<file path="config.mk">
export PLATFORM = sky130hd
export DESIGN_NAME = peripheral_bus_bridge
export DESIGN_NICKNAME = d
export VERILOG_FILES = /design/src/hdl/bridge_pkg.sv /design/src/hdl/peripheral_bus_bridge.sv /design/src/hdl/clock_phase_tick.sv
export VERILOG_INCLUDE_DIRS = /design/src /design/src/hdl
export SDC_FILE = /design/constraint.sdc
export NUM_CORES = 1
export LEC_CHECK = 0
export BUFFER_PORTS_ARGS = -buffer_cell sky130_fd_sc_hd__buf_2
export CORE_MARGIN = 3
export CORE_UTILIZATION = 50
export DETAILED_ROUTE_END_ITERATION = 8
export HOLD_SLACK_MARGIN = 0.12
export PLACE_DENSITY = 0.75
export SLEW_MARGIN = 20
export SYNTH_ARGS = -nofsm -noshare
export SYNTH_HDL_FRONTEND = slang
export SYNTH_HIERARCHICAL = 1
export SYNTH_SLANG_ARGS = --single-unit
</file>
<file path="constraint.sdc">
create_clock -name clk_in -period 2.5 [get_ports clk_in]
set_input_delay 0.625 -clock clk_in [delete_from_list [all_inputs] [get_ports clk_in]]
set_output_delay 0.625 -clock clk_in [all_outputs]
set_load 0.01 [all_outputs]
</file>
<file path="src/hdl/bridge_map.svh">
// constants of the peripheral bus bridge: bus numbers, cycle counts, decode window
`ifndef BRIDGE_MAP_SVH
`define BRIDGE_MAP_SVH

// main bus cycles spent before the peripheral side is reached
`define MAIN_BUS_CYCLES     4'h1
// peripheral bus number that needs no divided clock synchronization
`define SYNC_FREE_BUS       3'h1
// highest internal peripheral bus number
`define LAST_PERIPH_BUS     3'h6
// bus number that routes to the external bus control unit
`define EXT_BUS             3'h7
// pin function select register window, byte wide, fixed bus cycle count
`define PIN_FUNC_LOW        32'h0008_C100
`define PIN_FUNC_HIGH       32'h0008_C1FF
`define PIN_FUNC_CYCLES     4'h2
// reset values
`define RESET_DATA          32'h0000_0000
`define RESET_DIV           4'h0

`endif

</file>
<file path="src/hdl/bridge_pkg.sv">
// types shared by the peripheral bus bridge and its testbench
package bridge_pkg;

   // access size on the main bus
   typedef enum logic [1:0] {
      SIZE_BYTE = 2'h0,
      SIZE_WORD = 2'h1,
      SIZE_LONG = 2'h2
   } access_size_type;

   // which divided clock the target runs on
   typedef enum logic [1:0] {
      TGT_PERIPH = 2'h0,
      TGT_FLASH  = 2'h1,
      TGT_EXTBUS = 2'h2
   } target_clk_type;

   // request from the bus master
   typedef struct packed {
      logic            valid;
      logic            write;
      logic [31:0]     addr;
      logic [31:0]     wdata;
      access_size_type size;
      logic [2:0]      bus_num;
      target_clk_type  tgt_clk;
      logic [3:0]      bus_cycles;
   } master_req_type;

   // request toward the peripheral register files
   typedef struct packed {
      logic            valid;
      logic            write;
      logic [31:0]     addr;
      logic [31:0]     wdata;
      access_size_type size;
      logic [2:0]      bus_num;
   } periph_req_type;

   // bridge sequencer states, one-hot
   typedef enum logic [4:0] {
      ST_IDLE = 5'b00001,
      ST_MAIN = 5'b00010,
      ST_SYNC = 5'b00100,
      ST_PERI = 5'b01000,
      ST_DONE = 5'b10000
   } bridge_state_type;

endpackage

</file>
<file path="src/hdl/peripheral_bus_bridge.sv">
// bridge from the main bus to peripheral buses 1..6 and the external bus unit
// Functional notes
// - total is main plus sync plus peripheral cycles
// - sync cycles on every bus except bus one, the external bus included
// - sync length follows clock ratio and phase
// - main plus sync within one target cycle
// - faster target counts in core clock cycles
// - external access main plus sync within one cycle
// - collisions with other masters lengthen the access
// - pin function bytes take two target cycles
`timescale 1ns/1ns
`include "bridge_map.svh"
module peripheral_bus_bridge #(
   parameter int DIV_W = 4
) (
   // clock and reset
   input  wire logic                      clk_in,
   input  wire logic                      arst_n_in,
   // clock ratios of the divided clocks against the core clock
   input  wire logic [DIV_W-1:0]          periph_div_in,
   input  wire logic [DIV_W-1:0]          flash_div_in,
   input  wire logic [DIV_W-1:0]          extbus_div_in,
   // master side
   input  wire bridge_pkg::master_req_type req_in,
   input  wire logic                      conflict_in,
   output logic                           stall_out,
   output logic                           ack_out,
   output logic [31:0]                    rdata_out,
   // peripheral side
   output bridge_pkg::periph_req_type     per_req_out,
   input  wire logic [31:0]               per_rdata_in
);
   import bridge_pkg::*;

   bridge_state_type state;        // sequencer state
   bridge_state_type next_state;   // state for the next cycle
   master_req_type   held;         // request captured at acceptance
   logic [3:0]       remain;       // peripheral bus cycles still to run
   logic [3:0]       next_remain;  // remain for the next cycle
   logic [DIV_W-1:0] sel_div;      // ratio of the selected target clock
   logic             sel_tick;     // edge tick of the selected target clock

   wire  tick_periph;              // peripheral clock edge
   wire  tick_flash;               // flash interface clock edge
   wire  tick_extbus;              // external bus clock edge
   wire  take;                     // a new request is accepted
   wire  target_slow;              // core faster than the target
   wire  needs_sync;               // access goes through a sync stage
   wire  pin_func_byte;            // byte access to a pin function register
   wire  peri_tick;                // one peripheral bus cycle elapses
   wire  [3:0] load_cycles;        // peripheral bus cycles for this access

   // one ticker per divided clock
   clock_phase_tick #(.DIV_W(DIV_W)) periph_ticker (
      .clk_in    (clk_in),
      .arst_n_in (arst_n_in),
      .div_in    (periph_div_in),
      .tick_out  (tick_periph)
   );
   clock_phase_tick #(.DIV_W(DIV_W)) flash_ticker (
      .clk_in    (clk_in),
      .arst_n_in (arst_n_in),
      .div_in    (flash_div_in),
      .tick_out  (tick_flash)
   );
   clock_phase_tick #(.DIV_W(DIV_W)) extbus_ticker (
      .clk_in    (clk_in),
      .arst_n_in (arst_n_in),
      .div_in    (extbus_div_in),
      .tick_out  (tick_extbus)
   );

   // pick ratio and tick of the target clock; external unit always uses its bus clock
   always_comb
   begin
      sel_div  = periph_div_in;
      sel_tick = tick_periph;
      if (held.bus_num == `EXT_BUS || held.tgt_clk == TGT_EXTBUS)
      begin
         sel_div  = extbus_div_in;
         sel_tick = tick_extbus;
      end
      else if (held.tgt_clk == TGT_FLASH)
      begin
         sel_div  = flash_div_in;
         sel_tick = tick_flash;
      end
   end

   // the answer cycle takes a waiting request as well, so the next access
   // starts in the core cycle right after the finished one
   assign take          = ((state == ST_IDLE) || (state == ST_DONE)) && req_in.valid;
   // ratio 0 or 1 means the core is not faster; counted in core cycles then
   assign target_slow   = (sel_div > {{(DIV_W-1){1'b0}}, 1'b1});
   // bus one shares the core clock, so it never takes the sync wait for a divided edge
   assign needs_sync    = (held.bus_num != `SYNC_FREE_BUS) && target_slow;
   // slow targets advance per target edge, fast ones per core cycle
   assign peri_tick     = target_slow ? sel_tick : 1'b1;
   assign pin_func_byte = (req_in.addr >= `PIN_FUNC_LOW)
                       && (req_in.addr <= `PIN_FUNC_HIGH)
                       && (req_in.size == SIZE_BYTE);
   // per register count, fixed for pin function bytes; zero is taken as one
   assign load_cycles   = pin_func_byte ? `PIN_FUNC_CYCLES
                        : (req_in.bus_cycles == 4'h0) ? 4'h1 : req_in.bus_cycles;

   // sequencer: main bus cycle, optional sync wait, peripheral cycles, answer
   always_comb
   begin
      next_state  = state;
      next_remain = remain;
      case (state)
         ST_IDLE:
         begin
            if (take)
            begin
               next_state  = ST_MAIN;
               next_remain = load_cycles;
            end
         end
         ST_MAIN:
         begin
            // another master or an external fetch holds the bus: wait it out
            if (conflict_in)
               next_state = ST_MAIN;
            else if (needs_sync && !sel_tick)
               next_state = ST_SYNC;
            else
               next_state = ST_PERI;
         end
         ST_SYNC:
         begin
            // the first target edge ends main plus sync within one target cycle
            if (sel_tick)
               next_state = ST_PERI;
         end
         ST_PERI:
         begin
            if (peri_tick)
            begin
               next_remain = remain - 4'h1;
               if (remain == 4'h1)
                  next_state = ST_DONE;
            end
         end
         ST_DONE:
         begin
            // answer cycle; a request standing now is taken without an idle gap
            if (take)
            begin
               next_state  = ST_MAIN;
               next_remain = load_cycles;
            end
            else
               next_state = ST_IDLE;
         end
         default:
         begin
            next_state  = ST_IDLE;
            next_remain = 4'h0;
         end
      endcase
   end

   // state and counter
   always_ff @(posedge clk_in or negedge arst_n_in)
   begin
      if (!arst_n_in)
      begin
         state  <= ST_IDLE;
         remain <= 4'h0;
      end
      else
      begin
         state  <= next_state;
         remain <= next_remain;
      end
   end

   // capture the request so the master may change its pins while stalled
   always_ff @(posedge clk_in or negedge arst_n_in)
   begin
      if (!arst_n_in)
         held <= '0;
      else if (take)
         held <= req_in;
   end

   // master handshake: stall while busy, one cycle acknowledge with read data
   always_ff @(posedge clk_in or negedge arst_n_in)
   begin
      if (!arst_n_in)
      begin
         stall_out <= 1'b0;
         ack_out   <= 1'b0;
         rdata_out <= `RESET_DATA;
      end
      else
      begin
         stall_out <= (next_state != ST_IDLE) && (next_state != ST_DONE);
         ack_out   <= (next_state == ST_DONE);
         // read data is sampled on the last peripheral cycle; writes return zero
         if (state == ST_PERI && next_state == ST_DONE)
            rdata_out <= held.write ? `RESET_DATA : per_rdata_in;
      end
   end

   // peripheral request stands through every peripheral bus cycle
   always_ff @(posedge clk_in or negedge arst_n_in)
   begin
      if (!arst_n_in)
         per_req_out <= '0;
      else
      begin
         per_req_out.valid   <= (next_state == ST_PERI);
         per_req_out.write   <= held.write;
         per_req_out.addr    <= held.addr;
         per_req_out.wdata   <= held.wdata;
         per_req_out.size    <= held.size;
         per_req_out.bus_num <= held.bus_num;
      end
   end

endmodule

</file>
<file path="src/hdl/clock_phase_tick.sv">
// one cycle tick marking each edge of a divided clock, seen from the core clock
`timescale 1ns/1ns
module clock_phase_tick #(
   parameter int DIV_W = 4
) (
   // clock and reset
   input  wire logic             clk_in,
   input  wire logic             arst_n_in,
   // ratio of core clock to target clock; 0 means the target is faster
   input  wire logic [DIV_W-1:0] div_in,
   // tick in the core cycle that holds a target clock edge
   output logic                  tick_out
);

   logic [DIV_W-1:0] phase;       // core cycles since the last target edge
   logic [DIV_W-1:0] next_phase;  // phase after this cycle
   wire              wrap;        // last core cycle of a target period
   wire              every_cycle; // target as fast as the core or faster

   assign every_cycle = (div_in <= {{(DIV_W-1){1'b0}}, 1'b1});
   assign wrap        = every_cycle || (phase >= div_in - {{(DIV_W-1){1'b0}}, 1'b1});
   assign next_phase  = wrap ? '0 : phase + {{(DIV_W-1){1'b0}}, 1'b1};

   // free running phase counter; a ratio change keeps the count, which wraps at once if already past the new period
   always_ff @(posedge clk_in or negedge arst_n_in)
   begin
      if (!arst_n_in)
      begin
         phase    <= '0;
         tick_out <= 1'b0;
      end
      else
      begin
         phase    <= next_phase;
         tick_out <= wrap;
      end
   end

endmodule

</file>
# Word-level counts from Yosys, hierarchy flattened
# Cells that the tools add are included.
# word_totals
ff_bits	201
input_bits	124
output_inout_bits	105
wordCells	96
# op_classes
addsub	7
magnitude_cmp	9
n_eq_ne	16
n_mux	22
n_bitwise	1
n_reduce_logical	18
# op_table
op	count
$mux 4	11
$ge 32x20->1 const B	1
$le 32x20->1 const B	1
$mux 32	1
$pmux 5 s5	1
$mux 5	4
$sub 4x1->4 const B	4
$add 4x1->4 const B	3
$ge 4x4->1	3
$le 4x1->1 const B	3
$pmux 4 s3	1
$eq 5x4->1 const B	2
$eq 5x5->1 const B	2
$logic_and 1x1->1	7
$eq 5x1->1 const B	1
$eq 5x2->1 const B	1
$eq 5x3->1 const B	1
$logic_or 1x1->1	5
$ne 5x1->1 const B	1
$ne 5x5->1 const B	1
$eq 4x1->1 const B	1
$gt 4x1->1 const B	1
$logic_not 4->1	1
$reduce_or 2->1	2
12 further kinds	14

# Longest topological paths before layout
# logic_depth
ltp_word	11
depth_mapped	7
depth_no_buf	7

# By module
# Netlist, hierarchy kept.
# modules_own_cells
module	instances	cells_per_inst	area_each_um2	seq_area_each_um2
peripheral_bus_bridge	1	428	6826.5	4655.7
clock_phase_tick	3	32	356.6	125.1

# Worst setup path before layout
# OpenSTA, ideal clock, no wires.
# synth_path
kind	input port to flip-flop
from	input periph_div_in[3]
to	register rdata_out[12]
setup_ns	0.125
t_arrival_ns	2.083
path_slack_ns	0.292
cell_stages	7
cell_sequence	nor3_1 -> o32ai_2 -> mux2i_4 -> and4_4 -> buf_6 -> buf_6 -> mux2_4
# synth_via
elab_chain_cells	10
elab_cells_between_ends	12
classes_between	1 x order compare; 1 x eq/ne; 7 x mux; 3 x reduce/logical
# synth_lines
element	line_no	rtl
start: declaration	peripheral_bus_bridge.sv:20	input wire logic [DIV_W-1:0] periph_div_in,
$mux 4 (*)	peripheral_bus_bridge.sv:83	else if (held.tgt_clk == TGT_FLASH)
$mux 4 (*)	peripheral_bus_bridge.sv:78	if (held.bus_num == `EXT_BUS || held.tgt_clk == TGT_EXTBUS)
$gt 4x1->1 (*)	peripheral_bus_bridge.sv:94	assign target_slow = (sel_div > {{(DIV_W-1){1'b0}}, 1'b1});
$logic_and 1x1->1	peripheral_bus_bridge.sv:96	assign needs_sync = (held.bus_num != `SYNC_FREE_BUS) && target_slow;
$logic_and 1x1->1	peripheral_bus_bridge.sv:125	else if (needs_sync && !sel_tick)
$mux 4	peripheral_bus_bridge.sv:125	
$mux 4	peripheral_bus_bridge.sv:123	if (conflict_in)
$pmux 5 s5 (*)	peripheral_bus_bridge.sv:111	case (state)
$eq 5x5->1 (*)	peripheral_bus_bridge.sv:202	if (state == ST_PERI && next_state == ST_DONE)
$logic_and 1x1->1 (*)	peripheral_bus_bridge.sv:202	
end signal: assignment	peripheral_bus_bridge.sv:195	rdata_out <= `RESET_DATA;
end signal: assignment	peripheral_bus_bridge.sv:203	rdata_out <= held.write ? `RESET_DATA : per_rdata_in;
end: declaration	peripheral_bus_bridge.sv:28	output logic [31:0] rdata_out,
# Mark *: on every way between the ends. The rest lies on a longest branch, timed or not.
# A chain may end at the register's enable or synchronous reset.

# Worst setup path after layout
# layout_path
from	register state[0]
to	register held[35] (netlist bit)
# layout_via
elab_chain_cells	3
elab_cells_between_ends	4
classes_between	2 x eq/ne; 2 x reduce/logical
# layout_lines
element	line_no	rtl
start: declaration	peripheral_bus_bridge.sv:35	bridge_state_type state;
start signal: assignment	peripheral_bus_bridge.sv:174	state <= next_state;
$eq 5x1->1 or $eq 5x5->1 (tied branches)	peripheral_bus_bridge.sv:92	assign take = ((state == ST_IDLE) || (state == ST_DONE)) && req_in.valid;
$logic_or 1x1->1 (*)	peripheral_bus_bridge.sv:92	
$logic_and 1x1->1 (*)	peripheral_bus_bridge.sv:92	
end signal: assignment	peripheral_bus_bridge.sv:185	held <= req_in;
end: declaration	peripheral_bus_bridge.sv:37	master_req_type held;
# Marked as above.

==> impl_metrics.csv <==
group,metric,value,unit
clock_network,htreeDepth,1,
timing,finalSetupTns,0,ns
final_layout,mostFrequentLayoutCell,"buf_2",
power,power_leakage,4.96,nW
yosys,syn_nets,671,
global_routing,grt_max_degree,71,
clock_network,cts.sinks,201,
timing,max_slew.worst_pin.slew,0.707,ns
placed_design,gp_congestion,0.800,
timing,relSlewSlack,52.9,%
clock_network,post-cts-setup-buffer-count,0,
yosys,synth_cells,524,
timing,fin_crit_sh,84.3,%
critical_path,cpPeakStageDelay,0.57,ns
drt,first_pass_iters,4,
timing,setup_viol,0,
placed_design,port_buffers,228,
timing,drv_slew,0,
floorplanning,die_h,132,µm
critical_path,cp_max_fo,49,
run,max_cap_violations,0,
critical_path,cp.arrival,2.48,ns
clock_network,tritoncts,"yes",
yosys,synth.cell_area,7900,µm²
yosys,synth_ff_type,"dfrtp_1",
drt,vias,5038,
clock_network,hold_buffers,0,
timing,rsz0062_at_grt,"no",
global_routing,grt_pass1_wl,27.1,mm
final_layout,num-nets-final,923,
final_layout,multiInputGateArea,2740,µm²
drt,wire_per_inst,16.4,µm
yosys,avgSynthCellArea,15.1,µm²
critical_path,slowest_stage,"dfstp_2",
yosys,synth-seq-cells,201,
critical_path,end_kind,"flip-flop",
status,run_status,"completed",
global_routing,overflow,0,
drt,wirelength,16.5,mm
placed_design,dp_cells,964,
final_layout,regArea,5030,µm²
clock_network,clockRootBuffer,"clkbuf_16",
yosys,synthArstFlopShare,100,%
clock_network,cts_buffers,21,
yosys,synth-warning-count,6,
floorplanning,initial_utilization,51.6,%
timing,clock-skew-final,0.00891,ns
critical_path,path_cells,"xnor2_1 -> nor4_2 -> nand2_4 -> buf_4 -> mux2_2",
clock_network,clk_pin_slew,0.06,ns
placed_design,dp_hpwl,12.2,mm
critical_path,cp_top_family,"simple AND/OR/NAND/NOR gates",
drt,drc_errors,0,
hold_path,hp-class,"in -> async",
drt,drt-initial-drc-count,213,
timing,fmax,474,MHz
drt,ant_nets,0,
floorplanning,io_pins,229,
power,power_density,1180,nW/µm²
global_routing,grt_antenna_before_repair,0,
timing,min_period,2.11,ns
global_routing,grt_usage,19.0,%
final_layout,layout.cells.non_filler,1002,
critical_path,critPathBufInv,1,
clock_network,clk_latency,0.49,ns
yosys,synth_edf_count,0,
final_layout,mostFrequentLayoutCells,"buf_2, dfrtp_1, mux2_2",
final_layout,drive_gt1_share,50.3,%
timing,hold_viol,0,
floorplanning,die-area,17300,µm²
yosys,yosysUniqueCellTypes,53,
clock_network,cts-resized-gates,0,
critical_path,crit_type,"reg -> reg",
critical_path,required,2.87,ns
floorplanning,dieWidth,132,µm
final_layout,fillers,1127,
drt,via_per_inst,5.03,
floorplanning,row_count,45,
clock_network,clockBufferDepth,3,
global_routing,grt_pass1_vias,5502,
critical_path,critPathLaunchType,"flip-flop",
yosys,ys_seq_area_share,63.7,%
final_layout,area_growth,27.8,%
power,peakVddDrop,900,µV
floorplanning,coreArea,15300,µm²
worst register-to-register path: cells and delay by family (launching register included):
kind	cells	cell delay, ns
multiplexers	1	0.41
AND/OR/NAND/NOR	2	0.58
flip-flops	1	0.57
buffers and inverters	1	0.33
XOR/XNOR	1	0.10
stage by stage:
step / total power (W) / area [µm²] / utilization, % / setup slack (ns) / hold WS [ns]
final: 0.0119 / 10100 / 65.9 / 0.392 / 0.141
after detailed placement: 0.00891 / 9400 / 61.4 / 0.126 / 0.356
after CTS: 0.0120 / 10100 / 65.9 / 0.428 / 0.145
after global placement: 0.00869 / 9400 / 61.4 / 0.134 / 0.353
after floorplan: 0.00745 / 7900 / - / 0.292 / 0.329
after global routing: 0.0126 / 10100 / 65.9 / 0.297 / 0.164
layout make-up:
class | count | area share [%]
Tap cell | 211 | 2.62
Sequential cell | 201 | 49.8
Inverter | 12 | 0.446
Clock buffer | 30 | 5.94
Clock inverter | 6 | 0.868
Timing Repair Buffer | 244 | 13.1
Antenna cell | 2 | 0.0496
Multi-Input combinational cell | 296 | 27.2
path summary, 6_finish.rpt:
path | depth (start not counted) | startpoint | end | slack, ns
worst min register to register | 0 | held[25] | per_req_out[19] | 0.37
worst max-delay path | 5 | state[0] | held[35] | 0.39
worst min-delay path | 1 | arst_n_in | held[30] | 0.14
min in group clk_in | 3 | conflict_in | state[1] | 0.36
worst max register to register | 5 | state[0] | held[35] | 0.39
max in group asynchronous | 2 | arst_n_in | per_req_out[41] | 1.71
flip-flops by register name, summed over array words and instances (netlist names), 4 cells and up:
name	flops
extbus_ticker/phase	4
remain	4
state	5
flash_ticker/phase	4
per_req_out	71
periph_ticker/phase	4
rdata_out	32
held	72
where the power goes:
group | switching (W) | internal (W)
clock | 0.00119 | 0.00187
sequential | 0.000684 | 0.00464
combinational | 0.00174 | 0.00176
cell usage after synthesis, types with 4 or more instances:
| library cell | count | share of area [%] |
|---|---|---|
| o21ai_0 | 6 | 0.38 |
| nor3_1 | 17 | 1.1 |
| clkbuf_1 | 11 | 0.52 |
| ha_1 | 23 | 3.6 |
| nand2_1 | 6 | 0.29 |
| o211ai_1 | 4 | 0.38 |
| inv_1 | 12 | 0.57 |
| xnor2_1 | 10 | 1.1 |
| nor2b_1 | 32 | 2.5 |
| nor3b_1 | 4 | 0.38 |
| mux2_2 | 74 | 11 |
| nand3_1 | 6 | 0.38 |
| a21oi_2 | 6 | 0.67 |
| mux2_1 | 4 | 0.57 |
| mux2_4 | 28 | 5.3 |
| a21oi_1 | 6 | 0.38 |
| buf_6 | 4 | 0.57 |
| dfrtp_1 | 200 | 63 |
| nor2_1 | 17 | 0.81 |
layer usage:
layer	wire length, µm	GRT usage (%)	up-vias	share of wire [%]
met1	6360	22.3	2472	39
li1	-	-	2351	-
met3	1430	6.66	30	8.7
met5	0	0	-	0
met4	430	4.96	0	2.6
met2	8230	33.2	185	50
kinds of logic after synthesis:
logic type,Yosys count,share of synthesized area (%)
muxes,107,16.7
xor gates and xnor gates,13,1.44
buffers and inverters,27,1.66
adders and majority gates,23,3.64
AOI/OAI and AO/OA,43,4.55
and+or+nand+nor,110,8.26
DFF,201,63.7
Power figures use the tool's default switching activity.
